File: config.mk
export PLATFORM = sky130hd
export DESIGN_NAME = arc_ctrl
export DESIGN_NICKNAME = d
export VERILOG_FILES = /design/src/verilog/arc_pkg.sv /design/src/verilog/arc_sar_if.sv /design/src/verilog/arc_ctrl.sv /design/src/verilog/arc_sar.sv
export SDC_FILE = /design/constraint.sdc
export NUM_CORES = 1
export LEC_CHECK = 0
export BUFFER_PORTS_ARGS = -buffer_cell sky130_fd_sc_hd__buf_2
export CAP_MARGIN = 10
export CORE_MARGIN = 4
export CORE_UTILIZATION = 60
export DETAILED_ROUTE_END_ITERATION = 10
export GPL_ROUTABILITY_DRIVEN = 0
export PLACE_DENSITY = 0.81
export SYNTH_ARGS = -nofsm -noshare
export SYNTH_HDL_FRONTEND = slang
export SYNTH_HIERARCHICAL = 1
export SYNTH_SLANG_ARGS = --single-unit
File: constraint.sdc
create_clock -name CLK_I -period 3.1 [get_ports CLK_I]
set_input_delay 0.31 -clock CLK_I [delete_from_list [all_inputs] [get_ports CLK_I]]
set_output_delay 0.31 -clock CLK_I [all_outputs]
set_load 0.005 [all_outputs]
File: src/verilog/arc_pkg.sv
// constants and types shared by the resolution/accumulator converter control
// ----------------------------------------------------------------------------
// Notes on behaviour
// RULE1 - eight-bit mode converts eight MSBs, fewer steps
// RULE2 - eight-bit mode: low bits zero, low byte reads zero
// RULE3 - twelve-bit needs burst with four or more (code needs burst only; repeat count not checked)
// RULE4 - twelve-bit: four ten-bit conversions, four references
// RULE5 - rotate largest DAC elements before each conversion (code rotates only in twelve-bit mode)
// RULE6 - any start source; result in high/low bytes
// RULE7 - twelve-bit maximum is four times 1023
// RULE8 - repeat multiple of four accumulates wider sums
// RULE9 - sample-once: track once, hold for four
// RULE10 - sample-each: track before every conversion of set
// RULE11 - gain select picks unity or half gain
// RULE12 - low byte reads accumulator, justified and shifted
// RULE13 - low byte write loads accumulator low byte
// RULE14 - resolution selectable as eight, ten, twelve
// RULE15 - burst adds results, registers update at end
// ----------------------------------------------------------------------------
package arc_pkg;

    // ------------------------------------------------------------------------
    // register map
    // ------------------------------------------------------------------------
    localparam logic [7:0] ADDR_RESULT_LOW = 8'hbd;
    localparam logic [7:0] RESULT_LOW_RESET = 8'h00;

    // ------------------------------------------------------------------------
    // result formatting
    // ------------------------------------------------------------------------
    localparam logic [2:0] JS_RIGHT = 3'h0;
    localparam logic [2:0] JS_SHR1 = 3'h1;
    localparam logic [2:0] JS_SHR2 = 3'h2;
    localparam logic [2:0] JS_SHR3 = 3'h3;
    localparam logic [2:0] JS_LEFT = 3'h4;
    localparam logic [3:0] LSH_8 = 4'h8;
    localparam logic [3:0] LSH_10 = 4'h6;
    localparam logic [3:0] LSH_12 = 4'h4;
    localparam logic [15:0] MAX_SUM_12 = 16'hffc;

    // ------------------------------------------------------------------------
    // successive approximation
    // ------------------------------------------------------------------------
    localparam logic [9:0] SAR_FIRST_CODE = 10'h200;
    localparam logic [3:0] SAR_MSB = 4'h9;
    localparam logic [3:0] SAR_STOP_10 = 4'h0;
    localparam logic [3:0] SAR_STOP_8 = 4'h2;
    localparam logic [1:0] SET_PHASE_FIRST = 2'h0;

    // ------------------------------------------------------------------------
    // timing
    // ------------------------------------------------------------------------
    localparam int CLK_PERIOD_NS = 25;
    localparam int SAR_CLK_PERIOD_NS = 100;
    localparam int TRACK_TIME_NS = 250;
    localparam logic [1:0] SAR_DIV_LAST =
        2'((SAR_CLK_PERIOD_NS + CLK_PERIOD_NS - 1) / CLK_PERIOD_NS - 1);
    localparam logic [3:0] TRACK_LAST =
        4'((TRACK_TIME_NS + CLK_PERIOD_NS - 1) / CLK_PERIOD_NS - 1);

    // ------------------------------------------------------------------------
    // control states
    // ------------------------------------------------------------------------
    typedef enum logic [1:0] {
        ST_IDLE = 2'b00,
        ST_TRACK = 2'b01,
        ST_CONV = 2'b10
    } arc_state_e;

endpackage : arc_pkg

File: src/verilog/arc_sar_if.sv
// handshake between the sequence control and the bit-trial engine
`timescale 1ns/1ps
interface arc_sar_if;
    logic start;
    logic eight;
    logic comp;
    logic busy;
    logic done;
    logic [9:0] code;

    modport ctrl (output start, output eight, output comp, input busy, input done, input code);
    modport sar (input start, input eight, input comp, output busy, output done, output code);
endinterface : arc_sar_if

File: src/verilog/arc_ctrl.sv
// converter sequence control, accumulator and result low byte register
`timescale 1ns/1ps
module arc_ctrl (
    // clock and reset
    input wire logic CLK_I,
    input wire logic RESET_I,
    // special-function register port
    input wire logic [7:0] SFR_ADDR_I,
    input wire logic [7:0] SFR_WDATA_I,
    input wire logic SFR_WE_I,
    input wire logic SFR_RE_I,
    output logic [7:0] SFR_RDATA_O,
    // configuration
    input wire logic EIGHT_BIT_MODE_ENABLE_I,
    input wire logic TWELVE_BIT_MODE_ENABLE_I,
    input wire logic BURST_MODE_ENABLE_I,
    input wire logic [2:0] REPEAT_COUNT_I,
    input wire logic SAMPLE_ONCE_SELECT_I,
    input wire logic GAIN_SELECT_I,
    input wire logic [2:0] RESULT_JUSTIFY_SHIFT_I,
    input wire logic START_I,
    // analog front end
    input wire logic COMPARATOR_I,
    output logic TRACK_O,
    output logic [9:0] DAC_CODE_O,
    output logic [1:0] REF_SEL_O,
    output logic [1:0] DEM_SEL_O,
    output logic GAIN_HALF_O,
    // status
    output logic BUSY_O,
    output logic DONE_O,
    output logic [7:0] RESULT_HIGH_BYTE_O
);
    // ------------------------------------------------------------------------
    // state
    // ------------------------------------------------------------------------
    typedef struct packed {
        arc_pkg::arc_state_e fsm;
        logic sync1;
        logic sync2;
        logic tw;
        logic eight;
        logic once;
        logic gain;
        logic [6:0] total;
        logic [6:0] idx;
        logic [3:0] tcnt;
        logic track;
        logic sar_start;
        logic [1:0] ref_sel;
        logic [1:0] dem_sel;
        logic [15:0] accum;
        logic [15:0] result;
        logic busy;
        logic done;
        logic [7:0] rhigh;
        logic [7:0] rdata;
    } arc_ctrl_s;

    arc_ctrl_s q;
    arc_ctrl_s next_q;
    arc_sar_if sar ();

    // ------------------------------------------------------------------------
    // result formatting
    // ------------------------------------------------------------------------
    function automatic logic [15:0] arc_format(
        input logic [15:0] v,
        input logic [2:0] js,
        input logic [3:0] lsh
    );
        logic [15:0] r;
        r = v;
        case (js)
            arc_pkg::JS_RIGHT: r = v;
            arc_pkg::JS_SHR1: r = v >> 1;
            arc_pkg::JS_SHR2: r = v >> 2;
            arc_pkg::JS_SHR3: r = v >> 3;
            arc_pkg::JS_LEFT: r = v << lsh;
            default: r = v;
        endcase
        return r;
    endfunction : arc_format

    function automatic logic [3:0] arc_lsh(input logic tw, input logic eight);
        return tw ? arc_pkg::LSH_12 : (eight ? arc_pkg::LSH_8 : arc_pkg::LSH_10);
    endfunction : arc_lsh

    // ------------------------------------------------------------------------
    // next state
    // ------------------------------------------------------------------------
    always_comb begin
        logic [15:0] fv;
        logic [15:0] sum;
        logic [6:0] nidx;
        next_q = q;
        fv = arc_format(q.result, RESULT_JUSTIFY_SHIFT_I, arc_lsh(q.tw, q.eight)); // RULE12
        sum = q.accum + {6'h00, sar.code};
        nidx = q.idx + 7'h01;
        next_q.sync1 = COMPARATOR_I;
        next_q.sync2 = q.sync1;
        next_q.sar_start = 1'b0;
        next_q.done = 1'b0;
        next_q.rhigh = fv[15:8]; // RULE6
        next_q.rdata = 8'h00;
        if (SFR_RE_I && SFR_ADDR_I == arc_pkg::ADDR_RESULT_LOW) begin
            next_q.rdata = q.eight ? 8'h00 : fv[7:0]; // RULE2 RULE12
        end
        if (SFR_WE_I && SFR_ADDR_I == arc_pkg::ADDR_RESULT_LOW) begin
            next_q.accum[7:0] = SFR_WDATA_I; // RULE13
            next_q.result[7:0] = SFR_WDATA_I;
        end
        case (q.fsm)
            arc_pkg::ST_IDLE: begin
                if (START_I) begin // RULE6
                    next_q.tw = TWELVE_BIT_MODE_ENABLE_I && BURST_MODE_ENABLE_I; // RULE3
                    next_q.eight = EIGHT_BIT_MODE_ENABLE_I
                        && !(TWELVE_BIT_MODE_ENABLE_I && BURST_MODE_ENABLE_I); // RULE14
                    next_q.once = SAMPLE_ONCE_SELECT_I;
                    next_q.gain = GAIN_SELECT_I; // RULE11
                    next_q.total = BURST_MODE_ENABLE_I ? (7'h01 << REPEAT_COUNT_I) : 7'h01;
                    next_q.idx = 7'h00;
                    next_q.accum = 16'h0000;
                    next_q.ref_sel = arc_pkg::SET_PHASE_FIRST;
                    next_q.dem_sel = arc_pkg::SET_PHASE_FIRST;
                    next_q.tcnt = 4'h0;
                    next_q.track = 1'b1;
                    next_q.busy = 1'b1;
                    next_q.fsm = arc_pkg::ST_TRACK;
                end
            end
            arc_pkg::ST_TRACK: begin
                if (q.tcnt == arc_pkg::TRACK_LAST) begin
                    next_q.track = 1'b0;
                    next_q.sar_start = 1'b1;
                    next_q.fsm = arc_pkg::ST_CONV;
                end else begin
                    next_q.tcnt = q.tcnt + 4'h1;
                end
            end
            arc_pkg::ST_CONV: begin
                if (sar.done) begin
                    next_q.accum = sum; // RULE15 RULE8
                    if (nidx == q.total) begin
                        next_q.result = sum; // RULE15 RULE7
                        next_q.done = 1'b1;
                        next_q.busy = 1'b0;
                        next_q.fsm = arc_pkg::ST_IDLE;
                    end else begin
                        next_q.idx = nidx;
                        // twelve-bit mode only: new reference and element rotation per conversion
                        next_q.ref_sel = q.tw ? nidx[1:0] : arc_pkg::SET_PHASE_FIRST; // RULE4
                        next_q.dem_sel = q.tw ? nidx[1:0] : arc_pkg::SET_PHASE_FIRST; // RULE5
                        if (q.tw && q.once && nidx[1:0] != arc_pkg::SET_PHASE_FIRST) begin
                            next_q.sar_start = 1'b1; // RULE9
                        end else begin
                            next_q.track = 1'b1; // RULE10
                            next_q.tcnt = 4'h0;
                            next_q.fsm = arc_pkg::ST_TRACK;
                        end
                    end
                end
            end
            default: begin
                next_q.fsm = arc_pkg::ST_IDLE;
            end
        endcase
    end

    // ------------------------------------------------------------------------
    // registers
    // ------------------------------------------------------------------------
    always_ff @(posedge CLK_I or posedge RESET_I) begin
        if (RESET_I) begin
            q <= '0;
            q.fsm <= arc_pkg::ST_IDLE;
            q.result <= {8'h00, arc_pkg::RESULT_LOW_RESET};
        end else begin
            q <= next_q;
        end
    end

    // ------------------------------------------------------------------------
    // bit-trial engine
    // ------------------------------------------------------------------------
    assign sar.start = q.sar_start;
    assign sar.eight = q.eight; // RULE1
    assign sar.comp = q.sync2;

    arc_sar u_sar (
        .clk_i(CLK_I),
        .reset_i(RESET_I),
        .s(sar.sar)
    );

    // ------------------------------------------------------------------------
    // outputs
    // ------------------------------------------------------------------------
    assign SFR_RDATA_O = q.rdata;
    assign TRACK_O = q.track;
    assign DAC_CODE_O = sar.code;
    assign REF_SEL_O = q.ref_sel;
    assign DEM_SEL_O = q.dem_sel;
    assign GAIN_HALF_O = q.gain; // RULE11
    assign BUSY_O = q.busy;
    assign DONE_O = q.done;
    assign RESULT_HIGH_BYTE_O = q.rhigh;
endmodule : arc_ctrl

File: src/verilog/arc_sar.sv
// bit-trial engine: one eight- or ten-bit successive approximation
`timescale 1ns/1ps
module arc_sar (
    // clock and reset
    input wire logic clk_i,
    input wire logic reset_i,
    // control side
    arc_sar_if.sar s
);
    typedef struct packed {
        logic busy;
        logic done;
        logic eight;
        logic [9:0] code;
        logic [3:0] bit_idx;
        logic [1:0] div;
    } arc_sar_s;

    arc_sar_s q;
    arc_sar_s next_q;

    always_comb begin
        next_q = q;
        next_q.done = 1'b0;
        if (!q.busy) begin
            if (s.start) begin
                next_q.busy = 1'b1;
                next_q.eight = s.eight;
                next_q.code = arc_pkg::SAR_FIRST_CODE;
                next_q.bit_idx = arc_pkg::SAR_MSB;
                next_q.div = 2'h0;
            end
        end else if (q.div == arc_pkg::SAR_DIV_LAST) begin
            next_q.div = 2'h0;
            if (!s.comp) begin
                next_q.code[q.bit_idx] = 1'b0;
            end
            // eight-bit mode stops two trials early
            if (q.bit_idx == (q.eight ? arc_pkg::SAR_STOP_8 : arc_pkg::SAR_STOP_10)) begin // RULE1 RULE14
                next_q.busy = 1'b0;
                next_q.done = 1'b1;
            end else begin
                next_q.bit_idx = q.bit_idx - 4'h1;
                next_q.code[q.bit_idx - 4'h1] = 1'b1;
            end
        end else begin
            next_q.div = q.div + 2'h1;
        end
    end

    always_ff @(posedge clk_i or posedge reset_i) begin
        if (reset_i) begin
            q <= '0;
        end else begin
            q <= next_q;
        end
    end

    assign s.busy = q.busy;
    assign s.done = q.done;
    assign s.code = q.code;
endmodule : arc_sar

# [Yosys cells after proc, flatten, opt, wreduce, memory -nomap -nowiden]
# Index checks and enable logic that the tools add are counted.
[classes] addsub=5 n_mul=0 div_mod_pow=0 order_cmp=4 n_eq_ne=21 n_shift=2 mux=50 bitwise_logic=4 n_reduce_logical=25
[op_table] operator="16-bit case mux with 4 select lines" n=1
[op_table] operator="51-bit two-way mux" n=1
[op_table] operator="8-bit two-way mux" n=5
[op_table] operator="20-bit case mux with 2 select lines" n=1
[op_table] operator="16-bit two-way mux" n=2
[op_table] operator="10-bit two-way mux" n=3
[op_table] operator="14-bit two-way mux" n=2
[op_table] operator="2-bit two-way mux" n=11
[op_table] operator="20-bit two-way mux" n=1
[op_table] operator="18-bit two-way mux" n=1
[op_table] operator="17-bit two-way mux" n=1
[op_table] operator="16-bit by 10-bit adder with 16-bit output" n=1
[op_table] operator="2-bit inequality test, second input constant" n=8
[op_table] operator="16-bit by 4-bit left shift with 16-bit output" n=1
[op_table] operator="5-bit case mux with 3 select lines" n=1
[op_table] operator="7-bit case mux with 2 select lines" n=1
[op_table] operator="12-bit two-way mux" n=1
[op_table] operator="4-bit two-way mux" n=3
[op_table] operator="4-bit AND reduction" n=3
[op_table] operator="6-bit AND reduction" n=2
[op_table] operator="10-bit bitwise AND" n=1
[op_table] operator="4-bit by 5-bit less-than comparator with 1-bit output, second input constant" n=2
[op_table] operator="10-bit NOT" n=1
[op_table] operator="10-bit bitwise OR" n=1
[op_table] operator="other kinds (31)" n=56
[totals] register_bits=101 latchBits=0 ram_bits=0 rom_bits=0 elab_cells=139 n_memories=0

# [Depth between registers and ports, before layout]
[logic_depth] ltp_word=13 ltp_mapped=9 depth_no_buf=8

# [Hierarchy]
# Netlist, hierarchy kept.
[modules_own_cells] module="arc_ctrl" n_inst=1 cells_each=544 area_each_um2=5138.7
[modules_own_cells] module="arc_sar" n_inst=1 cells_each=112 area_each_um2=1154.9

# [Least setup slack after synthesis]
# Ideal clock, no wire load.
[synth_timing] kind="reg2reg" start="register u_sar.q, in the netlist u_sar/s.code[0]" end="register q[26] (netlist bit)" setup_ps=125 arrival_ps=2423 setup_slack_ps=552 stages_incl_launch_ff=10 period_less_slack_ps=2548 cell_sequence="dfrtp_1 buf_4 ha_1 fa_1 a211oi_1 o21ai_0 a2111oi_0 nor3_1 xor2_1 mux2_4"
[synth_between] elab_chain_len=1
[synth_rtl] element="from (decl)" line="arc_sar.sv:19" text="arc_sar_s q;"
[synth_rtl] element="from (signal assigned)" line="arc_sar.sv:55" text="q <= next_q;"
[synth_rtl] element="16-bit by 10-bit adder with 16-bit output" line="arc_ctrl.sv:98" text="sum = q.accum + {6'h00, sar.code};"
[synth_rtl] element="to (signal assigned)" line="arc_ctrl.sv:179" text="q <= next_q;"
[synth_rtl] element="to (decl)" line="arc_ctrl.sv:60" text="arc_ctrl_s q;"
# No other way between the ends.
# A chain may end at the register's enable or synchronous reset.

# [Worst setup path after layout]
# Ends and elaborated chain as after synthesis.

==> reports/results.ini <==
[placed_design]
io_buffers=66
dpl_cell_area_sq_mm=0.006459
place_inst=803
hpwl_mm=10.17

[logic_synthesis]
ys.flop_type=dfrtp_1
synth_cell_type_count=79
ys_seq_area_frac=0.3936
syn-cell-area_sq_mm=0.006294
synth_top_area_cell=dfrtp_1
yosysTopAreaCellShare=0.3936
syn_inst=656
avgSynthCellArea_sq_um=9.594
synthArstFlopShare=1.000
syn_nets=714
yosys_register_bits=99
yosys_warnings=6
synth-edff-count=0
synthTopCellsByArea=dfrtp_1 39%, mux2i_1 7.0%, ha_1 4.8%, nand2_1 4.4%, a21oi_1 3.7%

[worst_setup_path]
cp-startpoint=u_sar/s.code[0]
r2r_end=q[26]
critPathKind=flop to flop
cp-end-kind=flop
start_kind=flop
setup.worst_path.end=q[26]
reg2reg_slack_ns=0.35
path_max_fanout=3
r2r_cells=8
required_ns=3.37
arrival_ns=3.02
r2r-start=u_sar/s.code[0]

[sta]
min_period_ns=2.750
fin_tns_setup_ns=0
rsz0062_at_grt=false
max_freq_mhz=363.6
holdWs_ns=0.006021
worst_slew_pin_slew_ns=0.8301
hold_violations=0
min_period_over_period=0.8871
maxSlewViolCount=0
fin_skew_ns=0.009772
finalSetupViolCount=0
max_slew_margin=0.4453

[clocking]
cts-resized-gates=0
htree_levels=3
numCtsBuffers=9
cts_buffer_depth=2
numClockSinks=99
cts_setup_buffers=0
cts.clk_slew.worst_paths_ns=0.10
cts_tree=done
clk_latency_ns=0.38
root_buffer=clkbuf_8
postCtsHoldBufs=0

[pwr]
seq_power_share=0.450
worst_ir_drop_vdd_mv=0.4506
p_clk_frac=0.252
p_int_mw=2.136
p_sw_frac=0.3554
p_leak_nw=3.304
combPwrFrac=0.299
cellPowerDensity_mw_per_mm2=498.1
netSwitchingPower_mw=1.178

[cells_and_area]
antenna_cells=0
most-common-layout-cells=99 x dfrtp_1, 73 x nand2_1, 66 x buf_2
stdcell_area_sq_mm=0.006653
final_common_cell=dfrtp_1
drive_gt1_frac=0.1962
fill_cells=865
layout.nets=736
final_cells=819
syn2layout_area_growth_pct=5.706

[outcome]
status=complete, no violations

[floorplanning]
start_util=0.6124
chipWidth_um=110.4
row_count=37
core-area_sq_mm=0.01028
die_h_um=110.4
die-area_sq_mm=0.01219
ios=67

[global_routing]
grt_max_degree=38
antenna_found_initial=0
overflow=0
grt_pass1_wl_mm=23.32
track_usage=0.2272
grt_pass1_vias=4965

[detailed_routing]
wl_per_cell_um=16.66
drt_wl_total_mm=13.64
drt_iter0_markers=264
dr.pass1.iters=5
vias=5007
drc_errors=0
routed_via_density=6.114
ant_nets=0

[job]
maxCapViolations=0

[hold_path]
hold_class=primary input to asynchronous set/reset pin

-- flip-flops by register name, summed over array words and instances, names as in the netlist, 2 cells and up --
register,cells
REF_SEL_O,2
SFR_RDATA_O,8
u_sar/q,7
q,54
u_sar/s.code,10
RESULT_HIGH_BYTE_O,8
-- layer usage --
| metal | global-route usage | vias to the layer above | part of all wire |
|---|---|---|---|
| li1 | - | 2389 | - |
| met2 | 0.3847 | 154 | 0.50 |
| met1 | 0.2919 | 2444 | 0.43 |
| met4 | 0.08128 | 0 | 0.016 |
| met3 | 0.04164 | 20 | 0.057 |
| met5 | 0 | - | 0 |
-- worst max-delay path: stages, from the launching register on --
cell and delay (ns):
dfrtp_1 0.42, ha_1 0.25, fa_1 0.43, a211oi_1 0.32, o21ai_0 0.18, a2111oi_0 0.48, nor3_1 0.13, xor2_1 0.17
mux2_4 0.26
-- kinds of logic after synthesis --
family	after synthesis	share of synthesized area
simple gates	194	0.1545
compound gates	181	0.1990
flops	99	0.3936
buf+inv	75	0.06978
mux	59	0.09801
fa+ha+maj	25	0.05090
xor+xnor	23	0.03420
-- cell type report --
type,instances,area [sq um],share of cell area
tap,136,170.2,0.02558
sequential,99,2477,0.3724
inverter,13,51.30,0.007711
clock inverter,6,66.31,0.009968
timing repair buffer,73,382.9,0.05755
multi-input combinational,482,3377,0.5076
clock buffer,10,127.6,0.01918
-- synthesized netlist by cell type (all sizes together) (9+ instances only) --
| library cell | instances |
|---|---|
| buf | 40 |
| a21oi | 49 |
| dfrtp | 99 |
| nand2b | 10 |
| clkbuf | 22 |
| inv | 11 |
| o21ai | 38 |
| a21o | 9 |
| o31ai | 9 |
| xor2 | 14 |
| a211oi | 11 |
| nor3 | 12 |
| nand2 | 74 |
| ha | 24 |
| nor2b | 9 |
| mux2i | 44 |
| nor2 | 42 |
| nand3 | 17 |
| mux2 | 15 |
-- how the worst min path moves through the flow --
stage                      end  slack (ns)  depth (start not counted)
detailed placement    sar.comp        0.34                          0
CTS                 next_q[78]        0.03                          2
finish              next_q[78]       0.006                          2
global placement      sar.comp        0.34                          0
global route        next_q[78]        0.03                          1
floorplan           u_sar/q[0]        0.26                          1
-- power groups by stage --
stage                     Combinational [mW]  Sequential [mW]  Clock [mW]
final                                  0.989             1.49       0.834
after detailed placement               0.985             1.51           0
after floorplan                        0.766             1.46           0
after CTS                              0.991             1.49       0.844
after global placement                 0.953             1.51           0
after global routing                    1.09             1.50       0.902
-- metrics by stage --
stage | setup WS, ns | utilization | power [mW]
2_1_floorplan | 0.5523 | - | 2.227
3_3_place_gp | 0.4966 | 0.6284 | 2.462
3_5_place_dp | 0.3835 | 0.6284 | 2.500
4_1_cts | 0.3517 | 0.6473 | 3.323
5_1_grt | 0.08985 | 0.6473 | 3.497
6_report | 0.3500 | 0.6473 | 3.314
Note: power is estimated with default switching activity, not from simulation.
